==> src/core/alarm_defs.svh <==
// Register offsets, field positions and reset values of the alarm block
`ifndef ALARM_DEFS_SVH
`define ALARM_DEFS_SVH
`define SUMMARY_IDX 12'h2c0
`define FLAGS_IDX 12'h2c1
`define MASK_IDX 12'h2c2
`define LANE_IDX 12'h2c4
`define CTRL_IDX 12'h2c8
`define FLAGS_RESET 8'h3f
`define MASK_RESET 8'h3f
`define LANE_RESET 8'hff
`define CTRL_RESET 8'h00
`define BIT_DIV 0
`define BIT_RSV1 1
`define BIT_REALIGN 2
`define BIT_LINK 3
`define BIT_PLL 4
`define BIT_FIFO 5
`define ALARM_BITS 8'h3d
`define CTRL_BIT_SOFT_RESET 0
`define CTRL_BIT_PIN_SEL 1
`define RESP_OKAY 2'b00
`define RESP_SLVERR 2'b10
`endif

==> src/core/alarm_pkg.sv <==
// Types shared by the alarm block
package alarm_pkg;
  typedef struct packed {
    logic link_enable;
    logic mode_64b66b;
    logic in_payload_state;
    logic link_start;
    logic serializer_realign;
    logic clock_realign;
    logic divider_mismatch;
    logic pll_unlock;
  } alarm_events_t;
  typedef enum logic [1:0] {W_IDLE, W_RESP} wr_state_t;
  typedef enum logic [1:0] {R_IDLE, R_RESP} rd_state_t;
endpackage : alarm_pkg

==> src/core/alarm_status_aggregator.sv <==
// Alarm flag collection with mask, summary output and AXI4-Lite registers
//
// The AXI4-Lite interface to the registers was decided locally.
`timescale 1ns/10ps
`include "alarm_defs.svh"
module alarm_status_aggregator #(
  parameter int LANES = 8
) (
  input wire logic i_clk,
  input wire logic i_rst_n,
  input wire alarm_pkg::alarm_events_t i_events,
  input wire logic [LANES-1:0] i_lane_fifo_error,
  input wire logic [LANES-1:0] i_lane_active,
  input wire logic i_cal_status,
  input wire logic i_awvalid,
  output logic o_awready,
  input wire logic [31:0] i_awaddr,
  input wire logic i_wvalid,
  output logic o_wready,
  input wire logic [31:0] i_wdata,
  input wire logic [3:0] i_wstrb,
  output logic o_bvalid,
  input wire logic i_bready,
  output logic [1:0] o_bresp,
  input wire logic i_arvalid,
  output logic o_arready,
  input wire logic [31:0] i_araddr,
  output logic o_rvalid,
  input wire logic i_rready,
  output logic [31:0] o_rdata,
  output logic [1:0] o_rresp,
  output logic o_irq,
  output logic o_cal_status_pin
);
  import alarm_pkg::*;

  logic [7:0] flags_reg;
  logic [7:0] flags_next;
  logic [7:0] mask_reg;
  logic [7:0] mask_next;
  logic [LANES-1:0] lane_reg;
  logic [LANES-1:0] lane_next;
  logic [7:0] ctrl_reg;
  logic [7:0] ctrl_next;
  logic aw_got_reg;
  logic aw_got_next;
  logic w_got_reg;
  logic w_got_next;
  logic [31:0] awaddr_reg;
  logic [31:0] awaddr_next;
  logic [31:0] wdata_reg;
  logic [31:0] wdata_next;
  logic [3:0] wstrb_reg;
  logic [3:0] wstrb_next;
  logic [1:0] bresp_reg;
  logic [1:0] bresp_next;
  logic [31:0] rdata_reg;
  logic [31:0] rdata_next;
  logic [1:0] rresp_reg;
  logic [1:0] rresp_next;
  logic link_en_d_reg;
  logic link_en_d_next;
  logic flags_wr;
  logic mask_wr;
  logic lane_wr;
  logic ctrl_wr;
  wr_state_t wst_reg, wst_next;
  rd_state_t rst_reg, rst_next;
  logic wr_fire;
  logic [7:0] wr_byte;
  logic [11:0] wr_idx;
  logic [11:0] rd_idx;
  logic [7:0] set_vec;
  logic [LANES-1:0] lane_set;
  logic summary;
  logic soft_reset;

  // Channel readies
  assign o_awready = (wst_reg == W_IDLE) && !aw_got_reg;
  assign o_wready = (wst_reg == W_IDLE) && !w_got_reg;
  assign o_arready = (rst_reg == R_IDLE);
  assign o_bvalid = (wst_reg == W_RESP);
  assign o_bresp = bresp_reg;

  // Read channel outputs
  assign o_rvalid = (rst_reg == R_RESP);
  assign o_rdata = rdata_reg;
  assign o_rresp = rresp_reg;

  // Address decode and write launch
  assign wr_idx = awaddr_reg[13:2];
  assign rd_idx = i_araddr[13:2];
  assign wr_byte = wstrb_reg[0] ? wdata_reg[7:0] : 8'h00;
  assign wr_fire = (wst_reg == W_IDLE) && aw_got_reg && w_got_reg;
  assign soft_reset = ctrl_reg[`CTRL_BIT_SOFT_RESET];

  // Hardware set conditions
  always_comb begin
    set_vec = 8'h00;
    lane_set = i_lane_fifo_error & i_lane_active;
    if (!i_events.mode_64b66b) begin
      set_vec[`BIT_LINK] = i_events.link_enable && !i_events.in_payload_state;
    end else begin
      set_vec[`BIT_LINK] = i_events.link_start || i_events.serializer_realign ||
          (i_events.link_enable && !link_en_d_reg);
    end
    set_vec[`BIT_REALIGN] = i_events.clock_realign;
    set_vec[`BIT_DIV] = i_events.divider_mismatch;
    set_vec[`BIT_FIFO] = |lane_set;
    set_vec[`BIT_PLL] = i_events.pll_unlock;
  end

  // Summary of unmasked flags
  assign summary = |(flags_reg & ~mask_reg & `ALARM_BITS);
  assign o_irq = summary;
  assign o_cal_status_pin = ctrl_reg[`CTRL_BIT_PIN_SEL] ? summary : i_cal_status;

  // Register write strobes, byte lane 0 only
  assign flags_wr = wr_fire && wstrb_reg[0] && (wr_idx == `FLAGS_IDX);
  assign mask_wr = wr_fire && wstrb_reg[0] && (wr_idx == `MASK_IDX);
  assign lane_wr = wr_fire && wstrb_reg[0] && (wr_idx == `LANE_IDX);
  assign ctrl_wr = wr_fire && wstrb_reg[0] && (wr_idx == `CTRL_IDX);

  // Alarm flag next state
  always_comb begin
    flags_next = flags_reg;
    if (flags_wr) begin
      flags_next = flags_reg & ~(wr_byte & `ALARM_BITS);
    end
    // Set after clear so an event in the clearing cycle survives
    flags_next = flags_next | set_vec;
    if (soft_reset) begin
      flags_next = `FLAGS_RESET;
    end
  end

  // Alarm flag register
  always_ff @(posedge i_clk or negedge i_rst_n) begin
    if (!i_rst_n) begin
      flags_reg <= `FLAGS_RESET;
    end else begin
      flags_reg <= flags_next;
    end
  end

  // Mask next state, all eight bits stored as written
  always_comb begin
    mask_next = mask_reg;
    if (mask_wr) begin
      mask_next = wr_byte;
    end
    if (soft_reset) begin
      mask_next = `MASK_RESET;
    end
  end

  // Mask register
  always_ff @(posedge i_clk or negedge i_rst_n) begin
    if (!i_rst_n) begin
      mask_reg <= `MASK_RESET;
    end else begin
      mask_reg <= mask_next;
    end
  end

  // Lane flag next state
  always_comb begin
    lane_next = lane_reg;
    if (lane_wr) begin
      lane_next = lane_reg & ~wr_byte[LANES-1:0];
    end
    if (flags_wr && wr_byte[`BIT_FIFO]) begin
      lane_next = '0;
    end
    // A persisting lane error wins over both clears
    lane_next = lane_next | lane_set;
    if (soft_reset) begin
      lane_next = LANES'(`LANE_RESET);
    end
  end

  // Lane flag register
  always_ff @(posedge i_clk or negedge i_rst_n) begin
    if (!i_rst_n) begin
      lane_reg <= LANES'(`LANE_RESET);
    end else begin
      lane_reg <= lane_next;
    end
  end

  // Control next state, soft reset bit clears itself
  always_comb begin
    ctrl_next = ctrl_reg;
    if (ctrl_wr) begin
      ctrl_next = wr_byte;
    end
    if (soft_reset) begin
      ctrl_next[`CTRL_BIT_SOFT_RESET] = 1'b0;
    end
  end

  // Control register
  always_ff @(posedge i_clk or negedge i_rst_n) begin
    if (!i_rst_n) begin
      ctrl_reg <= `CTRL_RESET;
    end else begin
      ctrl_reg <= ctrl_next;
    end
  end

  // Link enable delay for the 64b66b start edge
  always_comb begin
    link_en_d_next = i_events.link_enable;
  end

  // Link enable delay register
  always_ff @(posedge i_clk or negedge i_rst_n) begin
    if (!i_rst_n) begin
      link_en_d_reg <= 1'b0;
    end else begin
      link_en_d_reg <= link_en_d_next;
    end
  end

  // Write channel next state
  always_comb begin
    aw_got_next = aw_got_reg;
    w_got_next = w_got_reg;
    awaddr_next = awaddr_reg;
    wdata_next = wdata_reg;
    wstrb_next = wstrb_reg;
    bresp_next = bresp_reg;
    wst_next = wst_reg;
    unique case (wst_reg)
      W_IDLE: begin
        if (i_awvalid && o_awready) begin
          aw_got_next = 1'b1;
          awaddr_next = i_awaddr;
        end
        if (i_wvalid && o_wready) begin
          w_got_next = 1'b1;
          wdata_next = i_wdata;
          wstrb_next = i_wstrb;
        end
        if (wr_fire) begin
          wst_next = W_RESP;
          aw_got_next = 1'b0;
          w_got_next = 1'b0;
          unique case (wr_idx)
            `FLAGS_IDX, `MASK_IDX, `LANE_IDX, `CTRL_IDX: bresp_next = `RESP_OKAY;
            `SUMMARY_IDX: bresp_next = `RESP_OKAY;
            default: bresp_next = `RESP_SLVERR;
          endcase
        end
      end
      W_RESP: begin
        if (i_bready) begin
          wst_next = W_IDLE;
        end
      end
    endcase
  end

  // Read channel next state
  always_comb begin
    rdata_next = rdata_reg;
    rresp_next = rresp_reg;
    rst_next = rst_reg;
    unique case (rst_reg)
      R_IDLE: begin
        if (i_arvalid) begin
          rst_next = R_RESP;
          rresp_next = `RESP_OKAY;
          unique case (rd_idx)
            `SUMMARY_IDX: rdata_next = {31'h0, summary};
            `FLAGS_IDX: rdata_next = {24'h0, flags_reg};
            `MASK_IDX: rdata_next = {24'h0, mask_reg};
            `LANE_IDX: rdata_next = {{(32-LANES){1'b0}}, lane_reg};
            `CTRL_IDX: rdata_next = {24'h0, ctrl_reg};
            default: begin
              rdata_next = 32'h0;
              rresp_next = `RESP_SLVERR;
            end
          endcase
        end
      end
      R_RESP: begin
        if (i_rready) begin
          rst_next = R_IDLE;
        end
      end
    endcase
  end

  // Write channel registers
  always_ff @(posedge i_clk or negedge i_rst_n) begin
    if (!i_rst_n) begin
      aw_got_reg <= 1'b0;
      w_got_reg <= 1'b0;
      awaddr_reg <= 32'h0;
      wdata_reg <= 32'h0;
      wstrb_reg <= 4'h0;
      bresp_reg <= 2'b00;
      wst_reg <= W_IDLE;
    end else begin
      aw_got_reg <= aw_got_next;
      w_got_reg <= w_got_next;
      awaddr_reg <= awaddr_next;
      wdata_reg <= wdata_next;
      wstrb_reg <= wstrb_next;
      bresp_reg <= bresp_next;
      wst_reg <= wst_next;
    end
  end

  // Read channel registers
  always_ff @(posedge i_clk or negedge i_rst_n) begin
    if (!i_rst_n) begin
      rdata_reg <= 32'h0;
      rresp_reg <= 2'b00;
      rst_reg <= R_IDLE;
    end else begin
      rdata_reg <= rdata_next;
      rresp_reg <= rresp_next;
      rst_reg <= rst_next;
    end
  end
endmodule : alarm_status_aggregator

==> config.mk <==
export PLATFORM = sky130hd
export DESIGN_NAME = alarm_status_aggregator
export DESIGN_NICKNAME = d
export VERILOG_FILES = /design/src/core/alarm_pkg.sv /design/src/core/alarm_status_aggregator.sv
export VERILOG_INCLUDE_DIRS = /design/src /design/src/core
export SDC_FILE = /design/constraint.sdc
export NUM_CORES = 1
export LEC_CHECK = 0
export ABC_CLOCK_PERIOD_IN_PS = 3400
export BUFFER_PORTS_ARGS = -buffer_cell sky130_fd_sc_hd__buf_2
export CORE_UTILIZATION = 40
export DETAILED_ROUTE_END_ITERATION = 12
export PLACE_DENSITY = 0.72
export REMOVE_ABC_BUFFERS = 1
export SETUP_SLACK_MARGIN = 0.3
export SYNTH_ARGS = -nofsm -noshare
export SYNTH_HDL_FRONTEND = slang
export SYNTH_SLANG_ARGS = --single-unit
==> constraint.sdc <==
create_clock -name i_clk -period 3.4 [get_ports i_clk]
set_input_delay 0.51 -clock i_clk [delete_from_list [all_inputs] [get_ports i_clk]]
set_output_delay 0.51 -clock i_clk [all_outputs]
set_load 0.01 [all_outputs]
==> out/qor.yml, run 1 <==
hold_viol_final: 0
portBuffers: 81
final_area_mm2: 0.004063
num_vias: 2659
largest_register_ffs: 12
end_kind: "output port"
track_usage: 0.1835
routed_wl_um: 7758
rows: 33
powerDensity_mw_per_mm2: 616.0
status: "completed"
fmaxAchievable_mhz: 412.3
drc: 0
yosysWarnings: 0
hold_class: "primary input to flop"
wl_per_cell_um: 15.52
drive_gt1_frac: 0.4051
routed_via_density: 5.318
die_area_mm2: 0.008948
grt_pass1_vias: 2599
arrival_ns: 1.92
dpl.cell_count: 484
layoutNonFillerInstCount: 500
cp_data_required_time_ns: 2.89
first_pass_iters: 4
slew_violations: 0
fin_nets: 522
grt_overflow: 0
cts_hold_buffers: 0
htree_levels: 3
synth_edf_count: 0
slew_headroom: 0.4490
grt_start_max_net_pins: 67
clkTransAtPathRegs_ns: 0.07
cp-start-kind: "flop"
cts_made_buffers: 9
period_share: 0.7133
register_area_mm2: 0.001677
critPathTopFamily: "flip-flops"
cts_tree: "built"
skew_ns: 0.006705
synth_seq_cells: 66
postSynthCellCount: 312
maxCapViolations: 0
core_area_mm2: 0.008258
clock_path_buffers: 2
worst_pin_slew_ns: 0.8265
worstSetupPathType: "flop to output port"
synth-async-reset-ratio: 1.000
routabilityCongestion: 0.8065
cp_num_buf_inv: 1
ys.flop_type: "dfrtp_1"
postSynthAreaPerCell_um2: 10.99
cp_slowest_cell: "dfstp_2"
nFillCells: 778
initial_utilization: 0.4153
ys_seq_area_frac: 0.4889
die_h_um: 94.60
peakVddDrop_v: 0.0003263
diodes: 0
insertion_delay_ns: 0.35
first_iter_violations: 106
finalPower_mw: 2.503
rsz0062_at_grt: "no"
route.antenna.remaining_nets: 0
multi_input_area_mm2: 0.001563
fin_crit_ns: 2.425
cts-resized-gates: 0
finalSetupTns_ns: 0
fp.dieW_um: 94.60
path_max_fanout: 3
cts_root_buffer: "clkbuf_8"
antenna_found_initial: 0
ys_types: 56
area_growth_pct: 18.46
setup_viol: 0
dpl_cell_area_mm2: 0.003821
crit_chain: "nand2b_1 -> o221ai_1 -> or2_2 -> mux2_2 -> buf_2"
final_core_util: 0.4920
clock-sinks: 66
pin_count: 175
post_cts_buffers: 0
cpPeakStageDelay_ns: 0.55
leakagePower_nw: 1.864
dp_hpwl_um: 5896
grt_pass1_wl_um: 12470
syn_area_mm2: 0.003430
-- final timing paths --
| check | endpoint | slack, ns | from | cells after the start |
|---|---|---|---|---|
| max in group asynchronous | awaddr_reg[3] | 2.52 | i_rst_n | 2 |
| hold reg to reg | o_rdata[5] | 0.47 | o_rdata[5] | 2 |
| hold / removal | link_en_d_reg | 0.29 | i_events[7] | 1 |
| min in group asynchronous | o_rdata[7] | 0.32 | i_rst_n | 2 |
| setup / recovery | o_cal_status_pin | 0.97 | mask_reg[3] | 5 |
| setup reg to reg | ctrl_reg[6] | 1.13 | awaddr_reg[10] | 4 |
-- worst register-to-register path: stages, from the launching register on --
cell     delay (ns)
dfrtp_1        0.41
nor4b_4        0.42
nand3_2        0.25
or4_1          0.70
mux2_1         0.37
-- stage by stage --
step           setup WS [ns]  hold slack, ns
2_1_floorplan          1.113          0.2144
3_3_place_gp           1.100          0.4588
3_5_place_dp           1.084          0.4637
4_1_cts               0.9776          0.2850
5_1_grt               0.9307          0.2991
6_report              0.9748          0.2885
-- report_power, final --
group / switching, mW / internal [mW]
clock network: 0.311 / 0.487
registers: 0.178 / 0.947
logic: 0.280 / 0.299
-- cell usage in the layout (no fill, tap or decap), types with 2 or more instances in the layout --
master / Yosys / routed
clkbuf_8: 0 / 9
nand2_1: 14 / 14
a32oi_1: 7 / 7
buf_2: 2 / 81
a21oi_1: 5 / 5
mux2_2: 28 / 28
dfrtp_1: 46 / 46
clkinv_2: 0 / 2
a22oi_1: 9 / 9
o22ai_1: 2 / 2
buf_4: 26 / 2
nor2_1: 10 / 10
a22o_1: 12 / 12
and4_1: 2 / 2
nor2b_1: 6 / 6
o311ai_0: 2 / 2
a221o_1: 8 / 8
nor4_1: 2 / 2
and2_1: 10 / 10
clkinv_4: 0 / 2
or2_2: 3 / 3
a31oi_1: 5 / 5
and3_1: 2 / 2
or3_1: 3 / 3
nand3_1: 18 / 18
bufinv_16: 0 / 3
dfstp_2: 20 / 20
conb_1: 1 / 26
a21o_1: 2 / 2
nor4bb_1: 2 / 2
inv_1: 8 / 8
maj3_1: 2 / 2
o21ai_0: 16 / 16
-- cell usage after synthesis (3+ instances only) --
cell type | number | area share
buf_4 | 26 | 0.057
dfstp_2 | 20 | 0.15
dfrtp_1 | 46 | 0.34
or3_1 | 3 | 0.0055
mux2_2 | 28 | 0.092
inv_1 | 8 | 0.0088
and2_1 | 10 | 0.018
o21ai_0 | 16 | 0.023
a22oi_1 | 9 | 0.020
a22o_1 | 12 | 0.031
a31oi_1 | 5 | 0.0091
nor2b_1 | 6 | 0.011
or2_2 | 3 | 0.0055
clkbuf_1 | 13 | 0.014
nand3_1 | 18 | 0.026
a32oi_1 | 7 | 0.018
nor2_1 | 10 | 0.011
a21oi_1 | 5 | 0.0073
nand2_1 | 14 | 0.015
a221o_1 | 8 | 0.023
-- metal layers --
metal  wire [um]  global-route usage  vias up
met5           0                   0        -
met3         546             0.04348       16
met1        3416              0.2390     1277
met4         146             0.07955        0
met2        3649              0.2911      100
li1            -                   -     1266
-- area by class of cell --
type                    instances  area share
clock buffers                   9     0.03049
clock inverters                 7     0.02895
inverters                       8    0.007391
multi-input cells             222      0.3847
flip-flops and latches         66      0.4127
well taps                     105     0.03234
repair buffers                 83      0.1035
-- kinds of logic after synthesis --
kind of cell / after synthesis / share of synthesized area
AOI/OAI and AO/OA: 77 / 0.1678
xor gates and xnor gates: 1 / 0.002554
adders and majority gates: 2 / 0.005838
buffers and inverters: 49 / 0.08282
DFF: 66 / 0.4889
muxes: 30 / 0.09814
other: 1 / 0.001093
and+or+nand+nor: 86 / 0.1529
Power figures use the tool's default switching activity.
==> inputs of run 2 (changes only) <==
--- a/config.mk
+++ b/config.mk
@@ -6,11 +6,11 @@
 export SDC_FILE = /design/constraint.sdc
 export NUM_CORES = 1
 export LEC_CHECK = 0
-export ABC_CLOCK_PERIOD_IN_PS = 3400
+export ABC_CLOCK_PERIOD_IN_PS = 2000
 export BUFFER_PORTS_ARGS = -buffer_cell sky130_fd_sc_hd__buf_2
 export CORE_UTILIZATION = 40
 export DETAILED_ROUTE_END_ITERATION = 12
-export PLACE_DENSITY = 0.72
+export PLACE_DENSITY = 0.75
 export REMOVE_ABC_BUFFERS = 1
 export SETUP_SLACK_MARGIN = 0.3
 export SYNTH_ARGS = -nofsm -noshare
==> constraint.sdc (replaced) <==
create_clock -name i_clk -period 2 [get_ports i_clk]
set_input_delay 0.3 -clock i_clk [delete_from_list [all_inputs] [get_ports i_clk]]
set_output_delay 0.3 -clock i_clk [all_outputs]
set_load 0.01 [all_outputs]
==> run 2 against run 1 <==
  * Die area unchanged
  * The flow now finishes with violations (setup timing)
  * Sequential power rose by 66%
  * Clock power increased by 58%
  * Count of clock-buffer cells in the layout up 3
  * Highest routed layer unchanged
  * First-iteration DRC count rose by 8.5%
  * Final cell count grew 5.0%
==> out/qor.yml, run 2 (synthesis results as in run 1) <==
status: "finished with violations"  # was completed
violations: "setup timing"
routed_via_density: 5.360  # was 5.318
pin_count: 175  # unchanged
largest_register_ffs: 12  # unchanged
peakVddDrop_v: 0.0008107  # was 0.0003263 V
antenna_found_initial: 0  # unchanged
worstSetupPathType: "flop to output port"  # unchanged
num_vias: 2814  # was 2659
finalPower_mw: 4.557  # was 2.503 mW
grt_pass1_vias: 2671  # was 2599
track_usage: 0.1884  # was 0.1835
cts_root_buffer: "clkbuf_8"  # unchanged
insertion_delay_ns: 0.35  # about the same
cts_made_buffers: 9  # unchanged
dp_hpwl_um: 5819  # was 5896 um
fp.dieW_um: 94.60  # unchanged
die_area_mm2: 0.008948  # unchanged
core_area_mm2: 0.008258  # unchanged
first_pass_iters: 5  # was 4
cts_tree: "built"  # unchanged
diodes: 0  # unchanged
powerDensity_mw_per_mm2: 1022  # was 616.0 mW/mm^2
final_area_mm2: 0.004459  # was 0.004063 mm^2
die_h_um: 94.60  # unchanged
clock-sinks: 66  # unchanged
slew_headroom: 0.6355  # was 0.4490
period_share: 1.009
wl_per_cell_um: 15.61  # was 15.52 um
maxCapViolations: 0  # unchanged
grt_start_max_net_pins: 67  # unchanged
setup_viol: 1  # was 0
skew_ns: 0.008296  # was 0.006705 ns
cp-start-kind: "flop"  # unchanged
initial_utilization: 0.4153  # unchanged
holdWs_ns: 0.07494  # was 0.2885 ns
drive_gt1_frac: 0.4857  # was 0.4051
rsz0062_at_grt: "yes"  # was no
end_kind: "output port"  # unchanged
dpl_cell_area_mm2: 0.003946  # was 0.003821 mm^2
first_iter_violations: 115  # was 106
setup_ws_ns: -0.01706  # was 0.9748 ns
rows: 33  # unchanged
portBuffers: 81  # unchanged
clkTransAtPathRegs_ns: 0.07  # about the same
path_max_fanout: 2  # was 3
routed_wl_um: 8196  # was 7758 um
drc: 0  # unchanged
htree_levels: 3  # unchanged
hold_viol_final: 0  # unchanged
grt_pass1_wl_um: 12850  # was 12470 um
arrival_ns: 1.72  # was 1.92 ns
grt_overflow: 0  # unchanged
hold_class: "primary input to flop"  # unchanged
fmaxAchievable_mhz: 495.8
routabilityCongestion: 0.8425  # was 0.8065
final_cell_mix: "buf_2 (79), dfrtp_1 (45), conb_1 (26)"  # was buf_2 (81), dfrtp_1 (46), mux2_2 (28)
cp_data_required_time_ns: 1.70  # was 2.89 ns
slew_violations: 0  # unchanged
clock_path_buffers: 2  # unchanged
route.antenna.remaining_nets: 0  # unchanged
mostFrequentLayoutCell: "buf_2"  # unchanged
area_growth_pct: 30.03  # was 18.46%
fin_crit_ns: 2.017
leakagePower_nw: 2.095  # was 1.864 nW
worst_pin_slew_ns: 0.5468  # was 0.8265 ns
dp_slack_ns: -0.1221  # was 1.084 ns
fin_nets: 547  # was 522
-- run 2: cell count changes in the layout (fill, tap and decap cells not counted), moves of 3 or more --
cell,delta
a32oi_1,-6
mux2_2,-7
and2_1,-3
buf_6,+3
buf_4,+20
mux2_4,+8
a32oi_2,+6
-- run 2: worst paths after layout --
check / start / endpoint / slack, ns / cells past startpoint
setup / recovery: mask_reg[3] / o_cal_status_pin / -0.02 / 5
setup reg to reg: awaddr_reg[10] / ctrl_reg[2] / 0.09 / 5
max in group asynchronous: i_rst_n / mask_reg[2] / 1.16 / 3
hold / removal: i_events[7] / link_en_d_reg / 0.07 / 1
hold reg to reg: o_rdata[5] / o_rdata[5] / 0.48 / 2
min in group asynchronous: i_rst_n / awaddr_reg[7] / 0.48 / 3
-- run 2: what timing repair did --
action	in CTS	in global routing
resized for setup	27	18
hold buffers	1	0
pin swaps	6	6
hold endpoints to repair	46	0
setup endpoints to repair	23	47
setup buffers	4	5
-- run 2: critical path: stages, from the launching register on --
cell	delay [ns]
dfstp_2	0.53
nand2b_4	0.12
o221ai_4	0.09
or2_4	0.25
mux2_4	0.26
buf_6	0.12
-- run 2: power by group --
group / switching (mW) / internal, mW / leakage [nW]
sequential: 0.263 / 1.61 / 0.785
combinational: 0.692 / 0.734 / 1.20
clock: 0.516 / 0.740 / 0.111
total: 1.47 / 3.09 / 2.10
-- run 2: cell type report --
class | count | area (um^2)
Fill cell | 725 | 3799
Multi-Input combinational cell | 222 | 1747
Sequential cell | 66 | 1678
Timing Repair Buffer | 108 | 654.4
Clock buffer | 12 | 145.1
Tap cell | 105 | 131.4
Clock inverter | 4 | 73.82
Inverter | 8 | 30.03
-- run 2: per-layer routing --
| metal | wire length [um] | global-route usage |
|---|---|---|
| met4 | 70 | 0.05934 |
| met5 | 0 | 0 |
| met2 | 3934 | 0.3068 |
| met1 | 3663 | 0.2438 |
| met3 | 528 | 0.05153 |
-- run 2: metrics by stage --
| step | utilization | TNS [ns] | std cells |
|---|---|---|---|
| 3_5_place_dp | 0.4779 | -0.2342 | 499 |
| 5_1_grt | 0.5400 | -0.07170 | 525 |
| 3_3_place_gp | 0.4779 | -0.1612 | 499 |
| 6_report | 0.5400 | -0.01706 | 525 |
| 2_1_floorplan | - | -1.112 | 296 |
| 4_1_cts | 0.5230 | -0.02262 | 520 |
